<file path="src/rtl/ts_low_stamp_pkg.sv">
// constants for the low-temperature minutes and hours time stamp block
package ts_low_stamp_pkg;

  // ****************************************************************
  // register indices and byte addresses
  // ****************************************************************
  localparam logic [7:0] MINUTES_INDEX = 8'h1a;
  localparam logic [7:0] HOURS_INDEX = 8'h1b;
  localparam logic [7:0] CONTROL_INDEX = 8'h10;
  localparam logic [9:0] MINUTES_ADDR = {MINUTES_INDEX, 2'b00};
  localparam logic [9:0] HOURS_ADDR = {HOURS_INDEX, 2'b00};
  localparam logic [9:0] CONTROL_ADDR = {CONTROL_INDEX, 2'b00};

  // ****************************************************************
  // field layouts
  // ****************************************************************
  localparam logic [7:0] MINUTES_MASK = 8'h7f;
  localparam logic [7:0] HOURS_MASK = 8'h3f;
  localparam int ENABLE_BIT = 0;
  localparam int LAST_SELECT_BIT = 1;
  localparam int CLEAR_BIT = 2;
  localparam int STAMP_VALID_BIT = 3;
  localparam logic [3:0] MINUTES_TENS_MAX = 4'h5;
  localparam logic [3:0] HOURS_TENS_MAX = 4'h2;
  localparam logic [3:0] UNITS_MAX = 4'h9;
  localparam logic [3:0] HOURS_UNITS_MAX_AT_TOP = 4'h3;

  // ****************************************************************
  // reset values and bus answers
  // ****************************************************************
  localparam logic [7:0] STAMP_RESET = 8'h00;
  localparam logic ENABLE_RESET = 1'b0;
  localparam logic LAST_SELECT_RESET = 1'b0;
  localparam logic [1:0] RESP_OKAY = 2'b00;
  localparam logic [1:0] RESP_DECERR = 2'b11;

endpackage : ts_low_stamp_pkg

</file>
<file path="src/rtl/bcd_stamp_reg.sv">
// one stamp register with clear and load
`timescale 1ns/10ps
`default_nettype none
module bcd_stamp_reg (
  input wire logic mclk,
  input wire logic srst,
  input wire logic clear,
  input wire logic load,
  input wire logic [7:0] mask,
  input wire logic [7:0] din,
  output logic [7:0] q
);

  typedef struct packed {
    logic [7:0] value;
  } stamp_s;

  stamp_s s;
  stamp_s next_s;

  // ****************************************************************
  // next value
  // ****************************************************************
  always_comb begin
    next_s = s;
    if (clear) begin
      next_s.value = ts_low_stamp_pkg::STAMP_RESET;
    end
    if (load) begin
      next_s.value = din & mask;
    end
  end

  always_ff @(posedge mclk) begin
    if (srst) begin
      s.value <= ts_low_stamp_pkg::STAMP_RESET;
    end else begin
      s <= next_s;
    end
  end

  assign q = s.value;

endmodule : bcd_stamp_reg
`default_nettype wire

</file>
<file path="src/rtl/temp_low_stamp_min_hour.sv">
// low-temperature time stamp of minutes and hours behind an axi4-lite slave
//
// Notes on behaviour
// on a low-temperature event the current minutes are copied as two bcd digits into bits 6:0 of the minutes stamp.
// the minutes stamp only ever holds bcd 00 to 59 and its bit 7 always reads zero.
// on a low-temperature event the current hours are copied as two bcd digits into bits 5:0 of the hours stamp.
// the hours stamp only ever holds bcd 00 to 23 and its bits 7:6 always read zero.
// both stamp registers are read-only and a write to them leaves them unchanged.
// capture happens only while enabled, keeping first or latest event per the selector; clear bit and reset zero both.
`timescale 1ns/10ps
`default_nettype none
module temp_low_stamp_min_hour (
  input wire logic mclk,
  input wire logic srst,
  input wire logic [9:0] awaddr,
  input wire logic awvalid,
  output logic awready,
  input wire logic [31:0] wdata,
  input wire logic [3:0] wstrb,
  input wire logic wvalid,
  output logic wready,
  output logic [1:0] bresp,
  output logic bvalid,
  input wire logic bready,
  input wire logic [9:0] araddr,
  input wire logic arvalid,
  output logic arready,
  output logic [31:0] rdata,
  output logic [1:0] rresp,
  output logic rvalid,
  input wire logic rready,
  input wire logic [7:0] clockMinutes,
  input wire logic [7:0] clockHours,
  input wire logic lowEvent
);

  typedef struct packed {
    logic awReady;
    logic wReady;
    logic awHeld;
    logic wHeld;
    logic [9:0] awAddrHeld;
    logic [31:0] wDataHeld;
    logic [3:0] wStrbHeld;
    logic bValid;
    logic [1:0] bResp;
    logic arReady;
    logic rValid;
    logic [31:0] rData;
    logic [1:0] rResp;
    logic enable;
    logic lastSelect;
    logic stampValid;
  } state_s;

  state_s s;
  state_s next_s;

  logic clearPulse;
  logic capture;
  logic minutesOk;
  logic hoursOk;
  logic [7:0] stampMinutes;
  logic [7:0] stampHours;

  // ****************************************************************
  // bcd range checks on the live clock values
  // ****************************************************************
  always_comb begin
    minutesOk = 1'b1;
    hoursOk = 1'b1;
    if (clockMinutes[7]) begin
      minutesOk = 1'b0;
    end else if ({1'b0, clockMinutes[6:4]} > ts_low_stamp_pkg::MINUTES_TENS_MAX) begin
      minutesOk = 1'b0;
    end else if (clockMinutes[3:0] > ts_low_stamp_pkg::UNITS_MAX) begin
      minutesOk = 1'b0;
    end
    if (clockHours[7:6] != 2'b00) begin
      hoursOk = 1'b0;
    end else if ({2'b00, clockHours[5:4]} > ts_low_stamp_pkg::HOURS_TENS_MAX) begin
      hoursOk = 1'b0;
    end else if (clockHours[3:0] > ts_low_stamp_pkg::UNITS_MAX) begin
      hoursOk = 1'b0;
    end else if (({2'b00, clockHours[5:4]} == ts_low_stamp_pkg::HOURS_TENS_MAX) &&
                 (clockHours[3:0] > ts_low_stamp_pkg::HOURS_UNITS_MAX_AT_TOP)) begin
      hoursOk = 1'b0;
    end
  end

  // ****************************************************************
  // capture decision
  // ****************************************************************
  always_comb begin
    capture = lowEvent && s.enable && minutesOk && hoursOk && (s.lastSelect || !s.stampValid);
  end

  // ****************************************************************
  // bus and control next state
  // ****************************************************************
  always_comb begin
    next_s = s;
    clearPulse = 1'b0;

    // write response handshake
    if (s.bValid && bready) begin
      next_s.bValid = 1'b0;
    end

    // address and data are taken independently
    if (awvalid && s.awReady) begin
      next_s.awHeld = 1'b1;
      next_s.awAddrHeld = awaddr;
    end
    if (wvalid && s.wReady) begin
      next_s.wHeld = 1'b1;
      next_s.wDataHeld = wdata;
      next_s.wStrbHeld = wstrb;
    end

    // perform the write once both halves are held
    if (s.awHeld && s.wHeld && !s.bValid) begin
      next_s.awHeld = 1'b0;
      next_s.wHeld = 1'b0;
      next_s.bValid = 1'b1;
      next_s.bResp = ts_low_stamp_pkg::RESP_OKAY;
      if (s.awAddrHeld == ts_low_stamp_pkg::CONTROL_ADDR) begin
        if (s.wStrbHeld[0]) begin
          next_s.enable = s.wDataHeld[ts_low_stamp_pkg::ENABLE_BIT];
          next_s.lastSelect = s.wDataHeld[ts_low_stamp_pkg::LAST_SELECT_BIT];
          clearPulse = s.wDataHeld[ts_low_stamp_pkg::CLEAR_BIT];
        end
      end else if (s.awAddrHeld == ts_low_stamp_pkg::MINUTES_ADDR) begin
        next_s.bResp = ts_low_stamp_pkg::RESP_OKAY;
      end else if (s.awAddrHeld == ts_low_stamp_pkg::HOURS_ADDR) begin
        next_s.bResp = ts_low_stamp_pkg::RESP_OKAY;
      end else begin
        next_s.bResp = ts_low_stamp_pkg::RESP_DECERR;
      end
    end

    // stamp-present flag, capture wins over clear
    if (clearPulse) begin
      next_s.stampValid = 1'b0;
    end
    if (capture) begin
      next_s.stampValid = 1'b1;
    end

    // read channel
    if (s.rValid && rready) begin
      next_s.rValid = 1'b0;
    end
    if (arvalid && s.arReady) begin
      next_s.rValid = 1'b1;
      next_s.rResp = ts_low_stamp_pkg::RESP_OKAY;
      next_s.rData = 32'h00000000;
      if (araddr == ts_low_stamp_pkg::MINUTES_ADDR) begin
        next_s.rData = {24'h000000, stampMinutes & ts_low_stamp_pkg::MINUTES_MASK};
      end else if (araddr == ts_low_stamp_pkg::HOURS_ADDR) begin
        next_s.rData = {24'h000000, stampHours & ts_low_stamp_pkg::HOURS_MASK};
      end else if (araddr == ts_low_stamp_pkg::CONTROL_ADDR) begin
        next_s.rData[ts_low_stamp_pkg::ENABLE_BIT] = s.enable;
        next_s.rData[ts_low_stamp_pkg::LAST_SELECT_BIT] = s.lastSelect;
        next_s.rData[ts_low_stamp_pkg::STAMP_VALID_BIT] = s.stampValid;
      end else begin
        next_s.rResp = ts_low_stamp_pkg::RESP_DECERR;
      end
    end

    // ready only while a slot is free
    next_s.awReady = !next_s.awHeld && !next_s.bValid;
    next_s.wReady = !next_s.wHeld && !next_s.bValid;
    next_s.arReady = !next_s.rValid;
  end

  // ****************************************************************
  // state register
  // ****************************************************************
  always_ff @(posedge mclk) begin
    if (srst) begin
      s <= '0;
      s.enable <= ts_low_stamp_pkg::ENABLE_RESET;
      s.lastSelect <= ts_low_stamp_pkg::LAST_SELECT_RESET;
    end else begin
      s <= next_s;
    end
  end

  // ****************************************************************
  // stamp storage
  // ****************************************************************
  bcd_stamp_reg minutesStamp (
    .mclk(mclk),
    .srst(srst),
    .clear(clearPulse),
    .load(capture),
    .mask(ts_low_stamp_pkg::MINUTES_MASK),
    .din(clockMinutes),
    .q(stampMinutes)
  );

  bcd_stamp_reg hoursStamp (
    .mclk(mclk),
    .srst(srst),
    .clear(clearPulse),
    .load(capture),
    .mask(ts_low_stamp_pkg::HOURS_MASK),
    .din(clockHours),
    .q(stampHours)
  );

  // ****************************************************************
  // outputs
  // ****************************************************************
  assign awready = s.awReady;
  assign wready = s.wReady;
  assign bvalid = s.bValid;
  assign bresp = s.bResp;
  assign arready = s.arReady;
  assign rvalid = s.rValid;
  assign rdata = s.rData;
  assign rresp = s.rResp;

endmodule : temp_low_stamp_min_hour
`default_nettype wire

</file>
<file path="config.mk">
export PLATFORM = sky130hd
export DESIGN_NAME = temp_low_stamp_min_hour
export DESIGN_NICKNAME = d
export VERILOG_FILES = /design/src/rtl/ts_low_stamp_pkg.sv /design/src/rtl/bcd_stamp_reg.sv /design/src/rtl/temp_low_stamp_min_hour.sv
export SDC_FILE = /design/constraint.sdc
export NUM_CORES = 1
export LEC_CHECK = 0
export BUFFER_PORTS_ARGS = -buffer_cell sky130_fd_sc_hd__clkbuf_2
export CAP_MARGIN = 15
export CORE_AREA = 2 2 78 80
export DETAILED_ROUTE_END_ITERATION = 8
export DIE_AREA = 0 0 80 82
export PLACE_DENSITY = 0.78
export SYNTH_ARGS = -nofsm -noshare
export SYNTH_HDL_FRONTEND = slang
export SYNTH_SLANG_ARGS = --single-unit
</file>
<file path="constraint.sdc">
create_clock -name mclk -period 1.56 [get_ports mclk]
set_clock_uncertainty 0.15 [all_clocks]
set_input_delay 0.312 -clock mclk [delete_from_list [all_inputs] [get_ports mclk]]
set_output_delay 0.312 -clock mclk [all_outputs]
set_load 0.1 [all_outputs]
</file>
Yosys cells after proc, flatten, opt, wreduce, memory -nomap -nowiden
Index checks and enable logic that the tools add are counted.
Widths: inputs -> output; s select.
{"block": "totals", "register_bits": 73}
{"block": "op_classes", "magnitude_cmp": 5, "eq_ne": 7, "muxes": 36, "n_reduce_logical": 24}
{"cell": "$eq 10x7->1 const B", "n": 6}
{"cell": "$mux 35", "n": 1}
{"cell": "$mux 32", "n": 1}
{"cell": "$mux 2", "n": 10}
{"cell": "$mux 1", "n": 19}
{"cell": "$logic_and 1x1->1", "n": 14}
{"cell": "$mux 7", "n": 2}
{"cell": "$mux 6", "n": 2}
{"cell": "$gt 4x4->1 const B", "n": 2}
{"cell": "$logic_not 1->1", "n": 6}
{"cell": "$gt 4x2->1 const B", "n": 1}
{"cell": "$reduce_bool 2->1", "n": 2}
{"cell": "$gt 3x3->1 const B", "n": 1}
{"cell": "$mux 3", "n": 1}
{"cell": "$reduce_and 3->1", "n": 1}
{"cell": "$eq 2x2->1 const B", "n": 1}
{"cell": "$gt 2x2->1 const B", "n": 1}
{"cell": "$logic_or 1x1->1", "n": 1}

Longest topological paths before layout
{"block": "logic_depth", "ltp_word": 9, "depth_mapped": 6}

Hierarchy
From an unflattened synthesis, not the netlist that was laid out.
{"block": "hier_totals", "hier_cells": 281, "area_unflattened_um2": 2359.8}
{"mod": "temp_low_stamp_min_hour", "instances": 1, "cells_each": 213, "area_per_inst_um2": 1709.1, "seq_area_each_um2": 660.6}
{"mod": "bcd_stamp_reg", "instances": 2, "cells_each": 34, "area_per_inst_um2": 325.3, "seq_area_each_um2": 160.2}

Worst setup path after synthesis
Ideal clock, no wire load.
{"block": "synth_timing", "path_type": "reg-to-reg", "start": "reg s, in the netlist arready", "end": "reg s, in the netlist rdata[6]", "arrival_time_ps": 2001, "path_slack_ps": -656, "stages_incl_launch_ff": 5, "n_path_buf": 0, "synth_period_minus_slack_ps": 2216, "path_cell_list": "dfxtp_1 > nand2_1 > nor4_4 > a32oi_1 > nor2_1"}
{"block": "synth_between", "elab_chain_len": 1}
{"element": "start, declared", "line_no": "temp_low_stamp_min_hour.sv:56", "rtl": "state_s s;"}
{"element": "start signal, assigned", "line_no": "temp_low_stamp_min_hour.sv:186", "rtl": "s <= next_s;"}
{"element": "$logic_and 1x1->1", "line_no": "temp_low_stamp_min_hour.sv:154", "rtl": "if (arvalid && s.arReady) begin"}
Every way passes these cells.
A chain may end at the register's enable or synchronous reset.

Worst setup path after layout
{"block": "layout_timing", "start": "reg s[2] (netlist bit)", "end": "reg hoursStamp.s, in the netlist hoursStamp.q[2]"}
{"block": "layout_between", "elab_chain_len": 5, "word_cells_on_any_way": 6, "classes_between": "mux (1); reduce/logical (5)"}
{"element": "$logic_and 1x1->1 (*) (4 in series)", "line_no": "temp_low_stamp_min_hour.sv:95", "rtl": "capture = lowEvent && s.enable && minutesOk && hoursOk && (s.lastSelect || !s.stampValid);"}
{"element": "$mux 6 or $reduce_bool 2->1 (tied branches)"}
{"element": "end signal, assigned", "line_no": "bcd_stamp_reg.sv:38", "rtl": "s <= next_s;"}
{"element": "end, declared", "line_no": "bcd_stamp_reg.sv:18", "rtl": "stamp_s s;"}
Every way passes the cells marked *; elsewhere a longest branch is shown, timed or not.

==> impl_results.md <==
- Io pins: about 120
- Area delta synth->final: 27.8%
- CP max-delay cell: dfxtp_1
- Post-route antenna net violation count: 0
- TritonCTS Buffers: 5
- Fill cell count: about 540
- GRT Overall Usage: roughly 16%
- Most common cell after layout, fill and taps aside: clkbuf_2
- I/O Buffers: 63
- RSZ-0062 raised after global routing: true
- Reg clk slew, reported paths: 0.08 ns
- Root Buffer: clkbuf_8
- Critical Path RT: roughly 1.6 ns
- Synth warn: 0
- Hold WC Path Type: in -> reg
- Global-route wire length before repair: ~8300 µm
- EDFF count, synth: 0
- Post-Route WL: a little over 5000 µm
- Clock latency on the worst-skew pair: 0.30 ns
- Seq/Total Area, Yosys: between 40 and 50%
- Pre-CTS WS: -0.155 ns
- Layout cells sized above 1: approximately 31%
- Met1 Wirelength: between 2000 and 2500 µm
- Arrival time worst endpoint: ~1.5 ns
- Residual DRC: 0
- Met3 WL post-DR: between 300 and 400 µm
- CTS Hold Buffers Added: 0
- Initial antenna violation count: 0
- 1st-iter DRT viols: 119
- Die Wd: ~80 µm
- Synth unique cells: 45
- HPWL after detailed placement: just under 4000 µm
- Crit share post-route: between 90 and 100%
- Routed WL per cell: ~13 µm
- Hold Fails Final Rpt: 0
- WS Path Type: reg -> reg
- Yosys reg bits: 46
- Seq pwr share: 48.5%
- Peak Freq: ~700 MHz
- Commonest cells after routing, fill and taps aside: clkbuf_2 (47), dfxtp_1 (42), a21oi_1 (33)
- IR drop worst, VDD: around 0.5 mV
- Crit path max fanout: 13
- CTS sink cnt: 46
- Final nets: ~400
- Via density: between 4 and 5
- Final slew viol count: 0
- Post-DP Area: between 0.002 and 0.003 mm²
- Int Pwr: around 0.0017 W
- Worst setup margin: about 0.099 ns
- Initial cell density of the core: around two fifths
- Crit path launch type: register
- Via Count: 1926
- Final instance area: roughly 0.0029 mm²
- Die Ht: between 80 and 90 µm
- FP Rows: 28
- DIE AREA: about 0.0066 mm²
- # H-tree levels: 2
- Largest net degree at the start of global routing: 43
- Initial DRT Pass Iterations: 4
- Combinational power share: between 20 and 30%
- Mapped cell area: 0.00225 mm²
- Pwr Density: roughly 890 mW/mm²
- Core outline area: between 0.005 and 0.006 mm²
- P_sw: between 0.0008 and 0.0009 W
- RePlAce Congestion: between 0.8 and 0.9
- Outcome: complete, no violations
- Avg Inst Size Synth: between 8 and 9 µm²
- DR top layer: met4
- Sw Ratio: between 30% and 40%
- Total grt overflow: 0
- Leakage Power: between 1 and 1.5 nW
- Mapped Cells: between 200 and 300
- WL met2: approximately 2600 µm
- Vias in the first global route: between 1500 and 2000
- Clk buf depth: 2
- Slowest stage delay, CP: 0.40 ns
- Clock network power share: 26.5%
- Top_reg_cell synth: dfxtp_1
- Post-synth ARST share: 0%
- # diodes: 0
- Fin crit period: between 1 and 1.5 ns
- CTS tree: done
- Crit path capture type: register
- # setup viols final: 0
- Cell Chain, Critical Path: nor3b_2 > nand3_1 > buf_4 > o211ai_1 > a21oi_1
- Max Cap Viol: 0
==> cell usage after synthesis (2+ instances only) <==
| library cell | count | area share, % |
|---|---|---|
| mux2i_1 | 2 | 0.89 |
| and4b_1 | 2 | 0.89 |
| o211ai_1 | 13 | 4.3 |
| buf_4 | 37 | 12 |
| a21oi_1 | 33 | 7.3 |
| dfxtp_1 | 46 | 41 |
| buf_2 | 4 | 0.89 |
| a22oi_1 | 4 | 1.3 |
| clkbuf_1 | 10 | 1.7 |
| nor2_1 | 14 | 2.3 |
| nand2_1 | 31 | 5.2 |
| nand3_1 | 18 | 4.0 |
| nand2b_1 | 2 | 0.56 |
| nand4_1 | 3 | 0.84 |
| a21o_1 | 2 | 0.67 |
| o21ai_0 | 2 | 0.45 |
| nor2b_1 | 2 | 0.56 |
| mux2_2 | 3 | 1.5 |
| a2bb2oi_1 | 2 | 0.78 |
| nor3_1 | 6 | 1.3 |
| nor4b_2 | 2 | 1.3 |
==> power groups by stage <==
stage	Sequential (W)	Clock (W)	Combinational (W)
finish	0.00124	0.000679	0.000642
global route	0.00125	0.000744	0.000677
CTS	0.00124	0.000698	0.000643
detailed placement	0.00127	0	0.000641
global placement	0.00127	0	0.000634
floorplan	0.00132	0	0.000472
==> layout make-up <==
class / instances / area, µm² / share of cell area, %
multi-input cells: 188 / 1100 / 38.4
flip-flops and latches: 46 / 931 / 32.4
repair buffers: 74 / 663 / 23.1
well taps: 75 / 93.8 / 3.27
clock buffers: 7 / 76.3 / 2.66
inverters: 1 / 3.75 / 0.131
==> per-layer routing <==
layer,vias up,GRT usage [%]
li1,976,-
met1,873,19.2
met2,71,28.8
met3,6,3.08
met4,0,6.27
met5,-,0
==> cell families (layout without fill, tap and decap cells) <==
family                 count (synthesis)  count (layout)  synth area share, %
and+or+nand+nor                       95              95                 23.7
muxes                                  5               5                 2.39
AOI/OAI and AO/OA                     63              63                 17.7
other                                  1              25                0.167
buffers and inverters                 52              82                 15.1
DFF                                   46              46                 41.0
==> critical path: cells and delay by family (launching register included) <==
family | cells | cell delay [ns]
flip-flops | 1 | 0.40
buffers and inverters | 1 | 0.20
AND/OR/NAND/NOR | 2 | 0.33
AO/OA/AOI/OAI | 2 | 0.27
==> registers in the layout, indices dropped and copies added (netlist names) <==
| name | flops |
|---|---|
| rresp | 1 |
| bresp | 1 |
| hoursStamp.q | 6 |
| minutesStamp.q | 7 |
| awready | 1 |
| wready | 1 |
| arready | 1 |
| s | 19 |
| rvalid | 1 |
| rdata | 7 |
| bvalid | 1 |
==> timing repair <==
item / in CTS / in global routing
setup buffers: 0 / 0
gates resized for setup: 0 / 1
setup endpoints to repair: 0 / 14
==> path summary, 6_finish.rpt <==
| path | slack [ns] | to | cells after the start | startpoint |
|---|---|---|---|---|
| max | 0.1 | hoursStamp.q[2]$_SDFFE_PP0P_ | 5 | s[2]$_SDFFE_PP0P_ |
| min | 0.08 | s[85]$_SDFFE_PP0P_ | 3 | awaddr[7] |
| max reg2reg | 0.1 | hoursStamp.q[2]$_SDFFE_PP0P_ | 5 | s[2]$_SDFFE_PP0P_ |
| min reg2reg | 0.31 | s[47]$_SDFFE_PP0P_ | 2 | s[47]$_SDFFE_PP0P_ |
==> metrics by stage <==
stage	util [%]	TNS [ns]	hold WS [ns]	total power [W]	cells
floorplan	-	-0.152	0.274	0.00179	286
global placement	48.5	-0.630	0.292	0.00190	384
detailed placement	48.5	-1.19	0.299	0.00191	384
CTS	49.8	0	0.0714	0.00258	391
global route	50.0	-0.0107	0.0696	0.00267	391
finish	50.0	0	0.0810	0.00256	391
Power figures use the tool's default switching activity.
